--- config.mk ---
export PLATFORM = sky130hd
export DESIGN_NAME = lrta_core
export DESIGN_NICKNAME = d
export VERILOG_FILES = /design/src/lrta_pkg.sv /design/src/lrta_core.sv
export VERILOG_INCLUDE_DIRS = /design/src
export SDC_FILE = /design/constraint.sdc
export NUM_CORES = 1
export LEC_CHECK = 0
export ABC_CLOCK_PERIOD_IN_PS = 7200
export BUFFER_PORTS_ARGS = -buffer_cell sky130_fd_sc_hd__clkbuf_2
export CAP_MARGIN = 0
export CELL_PAD_IN_SITES_DETAIL_PLACEMENT = 0
export CELL_PAD_IN_SITES_GLOBAL_PLACEMENT = 1
export CORE_MARGIN = 2
export CORE_UTILIZATION = 50
export CTS_CLUSTER_SIZE = 16
export DETAILED_ROUTE_END_ITERATION = 12
export PLACE_DENSITY = 0.9
export SYNTH_ARGS = -nofsm -noshare
export SYNTH_HDL_FRONTEND = slang
export SYNTH_SLANG_ARGS = --single-unit
--- constraint.sdc ---
create_clock -name clk_in -period 7.2 [get_ports clk_in]
set_input_delay 1.44 -clock clk_in [delete_from_list [all_inputs] [get_ports clk_in]]
set_output_delay 1.44 -clock clk_in [all_outputs]
set_load 0.05 [all_outputs]
--- src/lrta_cfg.svh ---
`ifndef LRTA_CFG_SVH
`define LRTA_CFG_SVH

// Register offsets
`define LRTA_OFS_STATUS      8'h00
`define LRTA_OFS_ENABLE      8'h01
`define LRTA_OFS_CONFIG      8'h02
`define LRTA_OFS_LUX_HI      8'h03
`define LRTA_OFS_LUX_LO      8'h04
`define LRTA_OFS_UPPER       8'h05
`define LRTA_OFS_LOWER       8'h06
`define LRTA_OFS_DELAY       8'h07

// Config field positions
`define LRTA_CFG_FREE_BIT    7
`define LRTA_CFG_MANUAL_BIT  6
`define LRTA_CFG_DIV_BIT     3

// Reset values
`define LRTA_RST_CONFIG      8'h03
`define LRTA_RST_UPPER       8'hff
`define LRTA_RST_LOWER       8'h00
`define LRTA_RST_DELAY       8'hff

// Serial slave address, 7 bits
`define LRTA_SLAVE_ADDR      7'h4a

// Timing: base step 6.25 ms, clock period 40 ns
`define LRTA_STEP_NS         6250000
`define LRTA_CLK_NS          40
`define LRTA_STEPS_100MS     4'hf
`define LRTA_STEPS_800MS     8'h80

// Encoding limits
`define LRTA_EXP_MAX         4'he
`define LRTA_EXP_OVER        4'hf
`define LRTA_UPPER_LOW_NIB   4'hf
`define LRTA_DIV_SHIFT       5'h03
`define LRTA_AUTO_DIV_CNT    26'h0003cc3
`define LRTA_AUTO_T400_CNT   26'h0000800
`define LRTA_AUTO_T200_CNT   26'h0001000
`define LRTA_AUTO_T100_CNT   26'h0002000

`endif

--- src/lrta_pkg.sv ---
package lrta_pkg;

  // Serial slave phases
  typedef enum logic [2:0] {
    LRTA_IDLE,
    LRTA_ADDR,
    LRTA_PTR,
    LRTA_DATA,
    LRTA_ACK,
    LRTA_READ,
    LRTA_MACK
  } lrta_bus_st_t;

  // Whole state of the block
  typedef struct packed {
    logic [2:0]   scl_sync;   // Clock pin synchroniser and history
    logic [2:0]   sda_sync;   // Data pin synchroniser and history
    lrta_bus_st_t st;         // Serial phase
    lrta_bus_st_t after_ack;  // Phase following the slave ack
    logic [3:0]   bit_cnt;    // Bits seen in this byte
    logic [7:0]   shreg;      // Byte shifter
    logic [7:0]   ptr;        // Register pointer
    logic         nack;       // Master declined more data
    logic         sda_oe;     // Data pin pull-down
    logic         sda_lvl;    // Level driven when enabled
    logic         freeze;     // Result update held off
    logic         pend_v;     // A held result waits
    logic [11:0]  pend;       // Held result
    logic [11:0]  lux;        // Visible result
    logic         alert_flag;
    logic         alert_enable;
    logic         free_running_sampling;
    logic         manual;
    logic         current_divide_select;
    logic [2:0]   window_length_code;
    logic [7:0]   upper;
    logic [7:0]   lower;
    logic [7:0]   delay;
    logic [31:0]  step_cnt;   // Cycles inside a 6.25 ms step
    logic [7:0]   meas_cnt;   // Steps into the measurement period
    logic [3:0]   ms100_cnt;  // Steps inside 100 ms
    logic         outside;    // Last reading outside the window
    logic [7:0]   pers_cnt;   // 100 ms units spent outside
    logic         win_active;
  } lrta_state_t;

endpackage

--- src/lrta_core.sv ---
`timescale 1ns/1ps
`default_nettype none
`include "lrta_cfg.svh"

// Operation
// - Low result byte holds mantissa bits 3..0
// - Result is 4-bit exponent, 8-bit mantissa
// - Exponent 15 marks an overload reading
// - Freeze results from start until stop
// - Upper level low nibble forced to fifteen
// - Lower level low nibble is zero
// - Above upper level past delay raises alert
// - Below lower level past delay raises alert
// - No alert unless enable bit set
// - Delay equals register times 100 ms
// - Zero delay alerts on first crossing
// - Status read or disable clears alert flag
// - Enable register bit 0 enables alerts
// - Alert pin open-drain, pulls low when pending
// - Auto mode divides current above 700 lux
// - Auto mode lengthens window as light drops
// - Manual mode uses user divide and window
// - Resolution scales with range in auto
// - Divide and window bits writable only manual
// - Sample every 800 ms unless free running
// - Manual windows 800 ms down to 6.25 ms
module lrta_core #(
  parameter int unsigned STEP_CYCLES = `LRTA_STEP_NS / `LRTA_CLK_NS
) (
  input  wire logic        clk_in,
  input  wire logic        rst_in,
  input  wire logic        scl_in,
  input  wire logic        sda_in,
  output logic             sda_out,
  output logic             sda_oe_out,
  output logic             alert_out,
  output logic             alert_oe_out,
  input  wire logic [15:0] raw_count_in,
  output logic             window_active_out,
  output logic             current_divide_select_out,
  output logic [2:0]       window_length_code_out
);

  lrta_pkg::lrta_state_t s_q;  // Registered state
  lrta_pkg::lrta_state_t s_d;  // Next state

  // Decoded pin events
  logic        scl_rise;
  logic        scl_fall;
  logic        bus_start;
  logic        bus_stop;
  logic        sda_v;
  // Timing
  logic        step;
  logic        step100;
  logic [7:0]  win_steps;
  logic [7:0]  period;
  logic        conv;
  // Conversion path
  logic [4:0]  shift;
  logic [25:0] full;
  logic [3:0]  exp_new;
  logic [7:0]  mant_new;
  logic [25:0] upper_val;
  logic [25:0] lower_val;
  logic        above;
  logic        below;
  logic [7:0]  rd_byte;
  logic        wr_en;
  logic        rd_load;

  // Read mux, reserved bits read zero
  function automatic logic [7:0] rd_mux(input lrta_pkg::lrta_state_t s);
    logic [7:0] r;
    r = 8'h00;
    case (s.ptr)
      `LRTA_OFS_STATUS: r = {7'h00, s.alert_flag};
      `LRTA_OFS_ENABLE: r = {7'h00, s.alert_enable};
      `LRTA_OFS_CONFIG: r = {s.free_running_sampling, s.manual, 2'b00,
                             s.current_divide_select,
                             s.window_length_code};
      `LRTA_OFS_LUX_HI: r = s.lux[11:4];
      `LRTA_OFS_LUX_LO: r = {4'h0, s.lux[3:0]};
      `LRTA_OFS_UPPER:  r = s.upper;
      `LRTA_OFS_LOWER:  r = s.lower;
      `LRTA_OFS_DELAY:  r = s.delay;
      default:          r = 8'h00;
    endcase
    return r;
  endfunction

  // Edge and condition detection on synchronised pins
  always_comb begin
    // Stage 1 feeds only stage 2; logic reads stages 2 and 3
    sda_v     = s_q.sda_sync[1];
    scl_rise  = s_q.scl_sync[1] & ~s_q.scl_sync[2];
    scl_fall  = ~s_q.scl_sync[1] & s_q.scl_sync[2];
    bus_start = s_q.scl_sync[1] & s_q.scl_sync[2] &
                ~s_q.sda_sync[1] & s_q.sda_sync[2];
    bus_stop  = s_q.scl_sync[1] & s_q.scl_sync[2] &
                s_q.sda_sync[1] & ~s_q.sda_sync[2];
  end

  // Measurement timing and encoding of a fresh result
  always_comb begin
    step      = (s_q.step_cnt == STEP_CYCLES - 1);
    step100   = step & (s_q.ms100_cnt == `LRTA_STEPS_100MS);
    win_steps = `LRTA_STEPS_800MS >> s_q.window_length_code;
    // Free running restarts right after the window ends
    period    = s_q.free_running_sampling ? win_steps
                                          : `LRTA_STEPS_800MS;
    conv      = step & (s_q.meas_cnt == win_steps - 8'h01);
    // Scale raw count to 0.045 lux units
    shift     = {2'b00, s_q.window_length_code} +
                (s_q.current_divide_select ? `LRTA_DIV_SHIFT : 5'h00);
    full      = {10'h000, raw_count_in} << shift;
    exp_new   = `LRTA_EXP_OVER;
    mant_new  = 8'hff;
    // Smallest exponent that fits the mantissa in eight bits
    for (int e = 14; e >= 0; e--) begin
      if ((full >> e) < 26'h0000100) begin
        exp_new  = 4'(e);
        mant_new = 8'(full >> e);
      end
    end
    upper_val = {18'h00000, s_q.upper[3:0],
                 `LRTA_UPPER_LOW_NIB} << s_q.upper[7:4];
    lower_val = {18'h00000, s_q.lower[3:0], 4'h0}
                << s_q.lower[7:4];
    // Overload always counts as above the window
    above     = (exp_new == `LRTA_EXP_OVER) |
                ({exp_new, mant_new} != 12'h000 &&
                 ({18'h00000, mant_new} << exp_new) > upper_val);
    below     = (exp_new != `LRTA_EXP_OVER) &&
                (({18'h00000, mant_new} << exp_new) < lower_val);
  end

  // Next-state logic
  always_comb begin
    s_d      = s_q;
    rd_byte  = rd_mux(s_q);
    wr_en    = 1'b0;
    rd_load  = 1'b0;
    s_d.scl_sync = {s_q.scl_sync[1:0], scl_in};
    s_d.sda_sync = {s_q.sda_sync[1:0], sda_in};
    s_d.sda_lvl  = 1'b0;

    // Base step and 100 ms divider
    s_d.step_cnt = step ? 32'h0 : s_q.step_cnt + 32'h1;
    if (step) begin
      s_d.ms100_cnt = s_q.ms100_cnt + 4'h1;
      s_d.meas_cnt  = (s_q.meas_cnt >= period - 8'h01) ? 8'h00
                      : s_q.meas_cnt + 8'h01;
    end
    s_d.win_active = (s_d.meas_cnt < win_steps);

    // Persistence count runs only while outside the window
    if (step100 && s_q.outside && s_q.pers_cnt != 8'hff) begin
      s_d.pers_cnt = s_q.pers_cnt + 8'h01;
    end

    // Completed conversion
    if (conv) begin
      if (s_q.freeze) begin
        s_d.pend   = {exp_new, mant_new};
        s_d.pend_v = 1'b1;
      end else begin
        s_d.lux    = {exp_new, mant_new};
      end
      s_d.outside = above | below;
      if (!(above | below)) begin
        s_d.pers_cnt = 8'h00;
      end
      if (!s_q.outside && (above | below)) begin
        s_d.pers_cnt = 8'h00;
      end
      // Zero delay trips at once; otherwise the time must have passed
      if (s_q.alert_enable && (above | below) &&
          (s_q.delay == 8'h00 ||
           (s_q.outside && s_q.pers_cnt >= s_q.delay))) begin
        s_d.alert_flag = 1'b1;
      end
      // Autoranging picks divide and window from the level
      if (!s_q.manual) begin
        s_d.current_divide_select = (full > `LRTA_AUTO_DIV_CNT);
        if (full < `LRTA_AUTO_T400_CNT) begin
          s_d.window_length_code = 3'h0;
        end else if (full < `LRTA_AUTO_T200_CNT) begin
          s_d.window_length_code = 3'h1;
        end else if (full < `LRTA_AUTO_T100_CNT) begin
          s_d.window_length_code = 3'h2;
        end else begin
          s_d.window_length_code = 3'h3;
        end
      end
    end

    // Serial slave
    if (scl_rise) begin
      case (s_q.st)
        lrta_pkg::LRTA_ADDR, lrta_pkg::LRTA_PTR, lrta_pkg::LRTA_DATA: begin
          s_d.shreg   = {s_q.shreg[6:0], sda_v};
          s_d.bit_cnt = s_q.bit_cnt + 4'h1;
        end
        lrta_pkg::LRTA_READ: s_d.bit_cnt = s_q.bit_cnt + 4'h1;
        lrta_pkg::LRTA_MACK: s_d.nack = sda_v;
        default: ;
      endcase
    end
    if (scl_fall) begin
      case (s_q.st)
        lrta_pkg::LRTA_ADDR: begin
          if (s_q.bit_cnt == 4'h8) begin
            s_d.bit_cnt = 4'h0;
            if (s_q.shreg[7:1] == `LRTA_SLAVE_ADDR) begin
              s_d.st        = lrta_pkg::LRTA_ACK;
              s_d.sda_oe    = 1'b1;
              s_d.after_ack = s_q.shreg[0] ? lrta_pkg::LRTA_READ
                                           : lrta_pkg::LRTA_PTR;
            end else begin
              s_d.st = lrta_pkg::LRTA_IDLE;
            end
          end
        end
        lrta_pkg::LRTA_PTR: begin
          if (s_q.bit_cnt == 4'h8) begin
            s_d.ptr       = s_q.shreg;
            s_d.bit_cnt   = 4'h0;
            s_d.st        = lrta_pkg::LRTA_ACK;
            s_d.sda_oe    = 1'b1;
            s_d.after_ack = lrta_pkg::LRTA_DATA;
          end
        end
        lrta_pkg::LRTA_DATA: begin
          if (s_q.bit_cnt == 4'h8) begin
            wr_en         = 1'b1;
            s_d.ptr       = s_q.ptr + 8'h01;
            s_d.bit_cnt   = 4'h0;
            s_d.st        = lrta_pkg::LRTA_ACK;
            s_d.sda_oe    = 1'b1;
            s_d.after_ack = lrta_pkg::LRTA_DATA;
          end
        end
        lrta_pkg::LRTA_ACK: begin
          s_d.sda_oe = 1'b0;
          s_d.st     = s_q.after_ack;
          rd_load    = (s_q.after_ack == lrta_pkg::LRTA_READ);
        end
        lrta_pkg::LRTA_READ: begin
          if (s_q.bit_cnt == 4'h8) begin
            s_d.sda_oe = 1'b0;
            s_d.st     = lrta_pkg::LRTA_MACK;
          end else begin
            s_d.shreg  = {s_q.shreg[6:0], 1'b0};
            s_d.sda_oe = ~s_q.shreg[6];
          end
        end
        lrta_pkg::LRTA_MACK: begin
          // Master nack ends the read; stop is awaited in idle
          if (s_q.nack) begin
            s_d.st = lrta_pkg::LRTA_IDLE;
          end else begin
            s_d.st  = lrta_pkg::LRTA_READ;
            rd_load = 1'b1;
          end
        end
        default: ;
      endcase
    end
    // Load a read byte and drive its top bit
    if (rd_load) begin
      s_d.shreg   = rd_byte;
      s_d.sda_oe  = ~rd_byte[7];
      s_d.bit_cnt = 4'h0;
      s_d.ptr     = s_q.ptr + 8'h01;
    end
    // Register writes
    if (wr_en) begin
      case (s_q.ptr)
        `LRTA_OFS_ENABLE: s_d.alert_enable = s_q.shreg[0];
        `LRTA_OFS_CONFIG: begin
          s_d.free_running_sampling = s_q.shreg[`LRTA_CFG_FREE_BIT];
          s_d.manual = s_q.shreg[`LRTA_CFG_MANUAL_BIT];
          if (s_q.shreg[`LRTA_CFG_MANUAL_BIT]) begin
            s_d.current_divide_select =
              s_q.shreg[`LRTA_CFG_DIV_BIT];
            s_d.window_length_code = s_q.shreg[2:0];
          end
        end
        `LRTA_OFS_UPPER: s_d.upper = s_q.shreg;
        `LRTA_OFS_LOWER: s_d.lower = s_q.shreg;
        `LRTA_OFS_DELAY: s_d.delay = s_q.shreg;
        default: ;
      endcase
    end
    // Flag clears; a trip in the same cycle still wins over a status read
    if ((rd_load && s_q.ptr == `LRTA_OFS_STATUS) ||
        (wr_en && s_q.ptr == `LRTA_OFS_ENABLE && !s_q.shreg[0])) begin
      s_d.alert_flag = 1'b0;
      if (conv && s_q.alert_enable && (above | below) &&
          (s_q.delay == 8'h00 ||
           (s_q.outside && s_q.pers_cnt >= s_q.delay))) begin
        s_d.alert_flag = 1'b1;
      end
    end
    if (!s_d.alert_enable) begin
      s_d.alert_flag = 1'b0;
    end

    // Start and stop override the bit machine
    if (bus_start) begin
      s_d.st      = lrta_pkg::LRTA_ADDR;
      s_d.bit_cnt = 4'h0;
      s_d.sda_oe  = 1'b0;
      s_d.freeze  = 1'b1;
    end else if (bus_stop) begin
      s_d.st      = lrta_pkg::LRTA_IDLE;
      s_d.sda_oe  = 1'b0;
      s_d.freeze  = 1'b0;
      if (s_d.pend_v) begin
        s_d.lux    = s_d.pend;
        s_d.pend_v = 1'b0;
      end
    end
  end

  // State register
  always_ff @(posedge clk_in or posedge rst_in) begin
    if (rst_in) begin
      s_q                       <= '0;
      s_q.scl_sync              <= 3'h7;
      s_q.sda_sync              <= 3'h7;
      s_q.st                    <= lrta_pkg::LRTA_IDLE;
      s_q.after_ack             <= lrta_pkg::LRTA_IDLE;
      s_q.free_running_sampling <= 1'(`LRTA_RST_CONFIG >> `LRTA_CFG_FREE_BIT);
      s_q.manual                <=
        1'(`LRTA_RST_CONFIG >> `LRTA_CFG_MANUAL_BIT);
      s_q.current_divide_select <= 1'(`LRTA_RST_CONFIG >> `LRTA_CFG_DIV_BIT);
      s_q.window_length_code    <= 3'(`LRTA_RST_CONFIG);
      s_q.upper                 <= `LRTA_RST_UPPER;
      s_q.lower                 <= `LRTA_RST_LOWER;
      s_q.delay                 <= `LRTA_RST_DELAY;
      s_q.win_active            <= 1'b1;
    end else begin
      s_q <= s_d;
    end
  end

  // Outputs straight from state flops
  always_comb begin
    sda_out                   = s_q.sda_lvl;
    sda_oe_out                = s_q.sda_oe;
    alert_out                 = s_q.sda_lvl;
    alert_oe_out              = s_q.alert_flag;
    window_active_out         = s_q.win_active;
    current_divide_select_out = s_q.current_divide_select;
    window_length_code_out    = s_q.window_length_code;
  end

endmodule
`default_nettype wire

Word level (Yosys, flattened, before mapping)
Index checks and enable logic that the tools add are counted.
W data, S select, Z words.
{ "totals": {"register_bits": 146, "elab_cells": 262, "out_inout_bits": 9, "input_bits": 20} }
{ "classes": {"reduce_logical": 42, "bitwise_logic": 17, "add_sub_neg": 9, "magnitude_cmp": 24, "eq_ne": 35, "muxes": 102, "n_shift": 5} }
{ "op_table": {"columns": ["cell", "count"], "rows": [
  ["$mux W8", 29],
  ["$shl A8 B4 Y26", 3],
  ["$mux W4", 19],
  ["$mux W12", 6],
  ["$pmux W8 S8", 1],
  ["$mux W26", 2],
  ["$add A32 B1 Y32 const B", 1],
  ["$eq A32 B18 Y1 const B", 1],
  ["$eq A8 B3 Y1 const B", 4],
  ["$mux W32", 1],
  ["$mux W31", 1],
  ["$gt A26 B14 Y1 const B", 1],
  ["$gt A26 B26 Y1", 1],
  ["$lt A26 B12 Y1 const B", 1],
  ["$lt A26 B13 Y1 const B", 1],
  ["$lt A26 B14 Y1 const B", 1],
  ["$lt A26 B26 Y1", 1],
  ["$lt A26 B9 Y1 const B", 1],
  ["$shl A16 B4 Y26", 1],
  ["$lt A25 B9 Y1 const B", 1],
  ["$add A8 B1 Y8 const B", 3],
  ["$lt A24 B9 Y1 const B", 1],
  ["$mux W3", 8],
  ["$lt A23 B9 Y1 const B", 1],
  ["other kinds (63)", 144]
]} }

Longest topological paths before layout
Gate-level depths: netlist of run 1.
{ "logic_depth": {"depth_word": 31, "depth_mapped": 27, "depth_no_buf": 24} }

Worst setup path before layout of run 1
No wires, ideal clock.
{ "synth_timing": {"path_type": "reg-to-reg", "startpoint": "register s_q, in the netlist current_divide_select_out", "endpoint": "register s_q[1] (netlist bit)", "n_path_buf": 2, "slack_ns": 0.826, "setup_time_ns": 0.143, "path_stages_with_launch": 24, "arrival_ns": 6.232, "period_less_slack_ns": 6.374, "required_time_ns": 7.057, "path_cell_list": "dfrtp_1 -> ha_1 -> fa_1 -> buf_6 -> buf_6 -> mux2_4 -> mux4_2 -> nor3_2 -> nor2_1 -> a211o_4 -> nor4_2 -> a221o_1 -> nand3_1 -> o211ai_1 -> a21boi_0 -> ha_1 -> a21o_1 -> a221o_1 -> a2111oi_0 -> inv_1 -> o22ai_1 -> clkinv_1 -> o22ai_1 -> nor3_1"} }
{ "synth_rtl": {"columns": ["element", "line_no", "text"], "rows": [
  ["start: declaration", "lrta_core.sv:44", "lrta_pkg::lrta_state_t s_q;"]
]} }

==> results of run 1 <==
## area by class of cell
class                   instances  area share (%)
clock buffers                  19            3.19
flip-flops and latches        146            26.6
well taps                     324            2.92
clock inverters                13            1.25
repair buffers                 92            4.60
multi-input cells            1216            60.4
inverters                      40            1.12
## cell families after synthesis
logic type | count (synthesis) | share of synthesized area [%]
flip-flops | 146 | 29.4
AO/OA/AOI/OAI | 393 | 20.9
adder cells (fa/ha/maj) | 78 | 7.83
other | 2 | 0.0598
AND/OR/NAND/NOR | 568 | 22.6
buffers and inverters | 123 | 4.33
XOR/XNOR | 50 | 3.49
multiplexers | 124 | 11.5
## metrics by stage
stage / std cells / util [%] / worst slack (ps) / instance area, um^2 / hold slack [ps]
2_1_floorplan: 1485 / - / 826 / 12600 / 345
3_3_place_gp: 1812 / 53.9 / 187 / 13200 / 347
3_5_place_dp: 1812 / 53.9 / 23.9 / 13200 / 349
4_1_cts: 1844 / 56.4 / 192 / 13800 / 358
5_1_grt: 1850 / 56.7 / 1.18 / 13900 / 358
6_report: 1850 / 56.7 / 328 / 13900 / 356
## cells in the final DEF, fill, tap and decap left out, types with 25 or more instances in the layout
master / n
o21ai_0: 61
clkbuf_2: 26
a21o_1: 37
dfrtp_1: 121
nor2_1: 124
and3_1: 29
nand2_1: 153
mux2_2: 54
buf_4: 65
nand3_1: 81
ha_1: 77
xnor2_1: 26
nor3_1: 40
a21oi_1: 111
dfstp_2: 25
mux2i_1: 53
inv_1: 37
## worst paths after layout
kind                       endpoint  slack (ps)  cells after the start
max in group asynchronous  s_q[118]        4820                      3
min reg2reg                s_d[143]         360                      0
max reg2reg                  s_q[3]         330                     25
min in group asynchronous    s_q[2]        1180                      2
max                          s_q[3]         330                     25
min                        s_d[143]         360                      0
## routing by layer
| metal | GRT usage, % | vias up |
|---|---|---|
| met5 | 0 | - |
| met4 | 8.77 | 0 |
| met3 | 2.90 | 80 |
| met2 | 46.2 | 458 |
| met1 | 39.2 | 5728 |
| li1 | - | 5576 |
## state kept, by name, indices dropped and copies added (netlist names)
signal                     flops
s_q                          135
s_d                            4
window_length_code_out         3
alert_oe_out                   1
current_divide_select_out      1
sda_oe_out                     1
window_active_out              1
## power by group
part           total (W)  internal [W]  switching [W]
Clock           0.000918      0.000560       0.000358
Combinational   0.000253      0.000100       0.000153
Sequential      0.000919      0.000848      0.0000714
## what timing repair did
action                                 in CTS  in global routing
gates cloned                                0                  0
buffers inserted                            0                  6
resized for setup                           1                  6
endpoints found under the hold margin       0                  0
setup endpoints to repair                   3                  9
pin swaps                                   0                  2
## worst max-delay path, delay by kind of cell, from the launching register on
kind                     cells  cell delay [ps]
multiplexers                 2              670
AND/OR/NAND/NOR              5             1050
flip-flops                   1              380
buffers and inverters        5              850
AO/OA/AOI/OAI               10             2480
adder cells (fa/ha/maj)      3             1310
==> key figures, run 1 <==
Synth
  • Synth unique cells: 97
  • Top cell type's share of synthesized area: 24.1%
  • Most numerous cell in the Yosys netlist: nand2_1
  • Post-synth ARST share: 100%
  • Synth Register Bits: 146
  • Most instantiated cells after synthesis: 153 x nand2_1, 125 x nor2_1, 121 x dfrtp_1
  • Yosys warns: 0
  • Post-Syn Area: 0.0126 mm^2
  • Synth Flop Type: dfrtp_1
  • Synth top area cells: dfrtp_1 24%, ha_1 7.7%, dfstp_2 5.2%
  • Register area share after synthesis: 29.4%
  • Post-synth EDFFs: 0
  • Syn avg cell area: 8.46 um^2
  • Post-synth top area cell: dfrtp_1
  • Mapped Cells: 1484

Die
  • Die Span X: 162 um
  • Initial core utilization: 51.3%
  • Die ar.: 0.0264 mm^2
  • Die height: 162 um
  • # rows: 57
  • I/O pins: 29
  • Core area: 0.0245 mm^2

Clock tree
  • Longest Clk Path Bufs: 2
  • Clock insertion delay at the later pin of the skew report: 420 ps
  • TritonCTS Sinks: 146
  • CTS Buf Count: 17
  • Worst-path clk slew: 60 ps
  • CTS Hold Bufs: 0
  • CTS tree: yes
  • Htree depth: 4
  • Clk root buf: clkbuf_16

Global route
  • Largest net degree at the start of global routing: 91
  • Antenna violations before repair: 0
  • Global router's overall resource usage: 28.1%
  • Vias in the first global route: 11300
  • Grt ovf: 0
  • First-pass GRT wire length: 59.8 mm

Route
  • Via/cell ratio: 6.40
  • Highest metal used: met4
  • Drt first pass iters: 5
  • Initial drt markers: 1312
  • Met3 wire length: 2.39 mm
  • Antenna-violating nets left: 0
  • Drt drc: 0
  • Wirelength, routed: 37.0 mm
  • Metal-1 WL: 16.3 mm
  • Wire length per cell: 20.0 um
  • Via Count: 11800
  • Routed wl met2: 17.4 mm

Status
  • Status: complete, no violations

Setup path
  • Critical Path End Type: flop
  • Startpoint Class: flop
  • CP peak stage delay: 730 ps
  • Crit path required time: 7500 ps
  • Critical path type: flop to flop
  • Critical path's most frequent cell: buf_4
  • Crit Path Max Fanout: 12
  • Crit path max-delay cell type: fa_2
  • Setup crit start: current_divide_select_out
  • WP data arrival: 7170 ps
  • R2R Path Start: current_divide_select_out

Cells and area
  • Area Overhead vs Synth: 10.5%
  • FILL cells: 2186
  • Share of cells above drive strength 1: 16.2%
  • Register Area: 0.00368 mm^2
  • Ant diodes: 0
  • Area of the multi-input gates: 0.00837 mm^2
  • Final #Nets: 1611

Timing
  • Max-slew headroom: 30.7%
  • Setup Total Neg Slack: 0 ps
  • Final Max Slew Viols: 0
  • Fmax: 0.146 GHz
  • RSZ-0062 raised after global routing: no
  • Worst Tran Pin Value: 1030 ps
  • Final Critical Period: 6870 ps
  • Clk_skew: 10.2 ps
  • Final hold violations: 0
  • Final Cycle Share: 95.5%
  • # setup viols final: 0

Power
  • Power Dens Cells: 151 mW/mm^2
  • Worst VDD drop: 0.182 mV
  • Final Power: 0.00209 W
  • Leak: 5.89 nW

Job
  • Max-Cap Viols: 0

Placement
  • Final Wtd Congestion: 0.954
  • Post-DP HPWL: 27.5 mm
  • I/O Buffers: 26

Min path
  • Hold path startpoint: s_d[142]
  • Worst min-delay path category: flop to flop
Power figures use the tool's default switching activity.
==> run 2, diff against run 1 <==
--- a/config.mk
+++ b/config.mk
@@ -7,7 +7,7 @@
 export NUM_CORES = 1
 export LEC_CHECK = 0
 export ABC_CLOCK_PERIOD_IN_PS = 7200
-export BUFFER_PORTS_ARGS = -buffer_cell sky130_fd_sc_hd__clkbuf_2
+export BUFFER_PORTS_ARGS = -buffer_cell sky130_fd_sc_hd__buf_2
 export CAP_MARGIN = 0
 export CELL_PAD_IN_SITES_DETAIL_PLACEMENT = 0
 export CELL_PAD_IN_SITES_GLOBAL_PLACEMENT = 1
==> key figures, run 2 (synthesis results as in run 1) <==
Die
  • Initial core utilization: 51.3% (unchanged)
  • Core area: 0.0245 mm^2 (unchanged)
  • Die ar.: 0.0264 mm^2 (unchanged)
  • Die height: 162 um (unchanged)
  • Die Span X: 162 um (unchanged)
  • I/O pins: 29 (unchanged)
  • # rows: 57 (unchanged)

Power
  • Power Dens Cells: 149 mW/mm^2 (-0.96%)
  • Leak: 5.90 nW (+0.12%)
  • Final Power: 0.00207 W (-0.81%)
  • Worst VDD drop: 0.144 mV (-21%)
  • Reg power frac: 44.4% (+0.4 points)
  • Internal: 0.00150 W (-0.73%)
  • Sw frac: 27.8% (-0.059 points)
  • Logic pwr share: 12.4% (+0.3 points)
  • Clock power share: 43.2% (-0.7 points)
  • Psw: 0.000576 W (-1.0%)

Cells and area
  • Largest Register: s_q
  • Final #Nets: 1613 (+0.12%)
  • Area Overhead vs Synth: 10.7%
  • Fin util: 56.8% (+0.087 points)
  • Commonest non-fill, non-tap cell in the layout: nand2_1
  • Commonest non-fill, non-tap cells in the layout: 153 x nand2_1, 124 x nor2_1, 121 x dfrtp_1
  • Max FFs per register: 135 (unchanged)
  • Ant diodes: 0 (unchanged)
  • Share of cells above drive strength 1: 16.2% (+0.044 points)

Timing
  • Max-slew headroom: 27.6% (-3.1 points)
  • Final hold violations: 0 (unchanged)
  • # setup viols final: 0 (unchanged)
  • Final Cycle Share: 96.3% (+0.87 points)
  • Fmax: 0.144 GHz (-0.91%)
  • Clk_skew: 8.07 ps (-2.12 ps)
  • Final Critical Period: 6940 ps (+62.9 ps)
  • Final Max Slew Viols: 0 (unchanged)
  • Worst Tran Pin Value: 1070 ps (+42.6 ps)
  • Setup Total Neg Slack: 0 ps (unchanged)
  • Final hold slack: 354 ps (-2.06 ps)
  • Final setup margin: 265 ps (-62.9 ps)

Route
  • Wirelength, routed: 36.8 mm (-0.69%)
  • Drt first pass iters: 6 (+1)
  • Antenna-violating nets left: 0 (unchanged)
  • Via Count: 11900 (+0.17%)
  • Drt drc: 0 (unchanged)
  • Initial drt markers: 1254 (-4.4%)
  • Wire length per cell: 19.8 um (-0.79%)
  • Via/cell ratio: 6.40 (about the same)

Setup path
  • Critical Path End Type: flop
  • Crit path required time: 7480 ps (-20 ps)
  • Critical path type: flop to flop
  • WP data arrival: 7210 ps (+40 ps)
  • Crit Path Max Fanout: 14 (+2)
  • R2R cell count: 23 (-8.0%)
  • Startpoint Class: flop
  • Reg-to-reg slack, setup: 260 ps (-60 ps)

Clock tree
  • Clk root buf: clkbuf_16
  • Worst-path clk slew: 60 ps (about the same)
  • Clock insertion delay at the later pin of the skew report: 420 ps (about the same)
  • TritonCTS Sinks: 146 (unchanged)
  • CTS tree: yes
  • Htree depth: 4 (unchanged)
  • CTS Buf Count: 17 (unchanged)
  • Longest Clk Path Bufs: 2 (unchanged)

Placement
  • Post-DP HPWL: 27.2 mm (-1.1%)
  • I/O Buffers: 26 (unchanged)
  • Dpl ws: -107 ps (-131 ps)
  • Final Wtd Congestion: 0.993 (+4.1%)

Status
  • Status: complete, no violations

Global route
  • Vias in the first global route: 11300 (-0.28%)
  • Grt ovf: 0 (unchanged)
  • Global router's overall resource usage: 28.1% (-0.033 points)
  • Largest net degree at the start of global routing: 88 (-3.3%)
  • Antenna violations before repair: 0 (unchanged)
  • First-pass GRT wire length: 59.8 mm (unchanged)

Min path
  • Worst min-delay path category: flop to flop
  • Hold path cells: 0 (unchanged)

Job
  • Max-Cap Viols: 0 (unchanged)
-- run 2: cell type report --
class	instances	area [um^2]
inverter	40	155
timing repair buffer	94	678
multi-input combinational	1216	8380
tap	324	405
sequential	146	3680
clock inverter	12	159
fill	2245	10600
clock buffer	20	437
-- run 2: layer usage --
layer	routed length [um]	global-route usage, %	up-vias
li1	-	-	5568
met5	0	0	-
met3	2620	3.08	93
met1	16000	39.0	5670
met2	17000	45.6	531
met4	1180	10.1	0
-- run 2: worst max-delay path, cell delays in order (launching register included) --
cell       delay, ps
dfrtp_1          380
ha_1             250
fa_2             720
buf_4            180
mux2_1           380
mux4_2           490
nor3_2           220
nor2_1           150
a211o_4          380
nor4_4           420
a21o_1           260
mux2i_1          130
o211ai_1         170
a21boi_0         410
ha_1             330
a21o_1           160
a221o_1          350
a2111oi_1        470
inv_1            100
o22ai_2          250
clkinv_1         150
o22ai_1          150
buf_4            190
nor3_1            60
-- run 2: power by group through the flow --
stage	clock network [W]	registers, W	logic (W)
after floorplan	0	0.000888	0.000185
after CTS	0.000906	0.000916	0.000250
after detailed placement	0	0.000929	0.000248
after global routing	0.000942	0.000921	0.000284
after global placement	0	0.000930	0.000244
final	0.000895	0.000921	0.000258
-- run 2: worst paths after layout --
| kind | endpoint | start |
|---|---|---|
| min in group asynchronous | s_q[2] | rst_in |
| setup / recovery | s_q[6] | current_divide_select_out |
| setup reg to reg | s_q[6] | current_divide_select_out |
| hold / removal | s_d[143] | s_d[142] |
| max in group asynchronous | s_q[106] | rst_in |
| hold reg to reg | s_d[143] | s_d[142] |
-- run 2: per-stage QoR --
stage / instance area (um^2) / instances
3_3_place_gp: 13200 / 1811
6_report: 13900 / 1852
2_1_floorplan: 12600 / 1485
4_1_cts: 13800 / 1843
3_5_place_dp: 13200 / 1811
5_1_grt: 13900 / 1852
-- run 2: repair_timing --
action / 4_1_cts / 5_1_grt
setup buffers: 0 / 9
hold buffers: 0 / 0
endpoints found under the setup margin: 8 / 9
resized for setup: 1 / 6
pin swaps: 0 / 2
gates cloned: 0 / 0
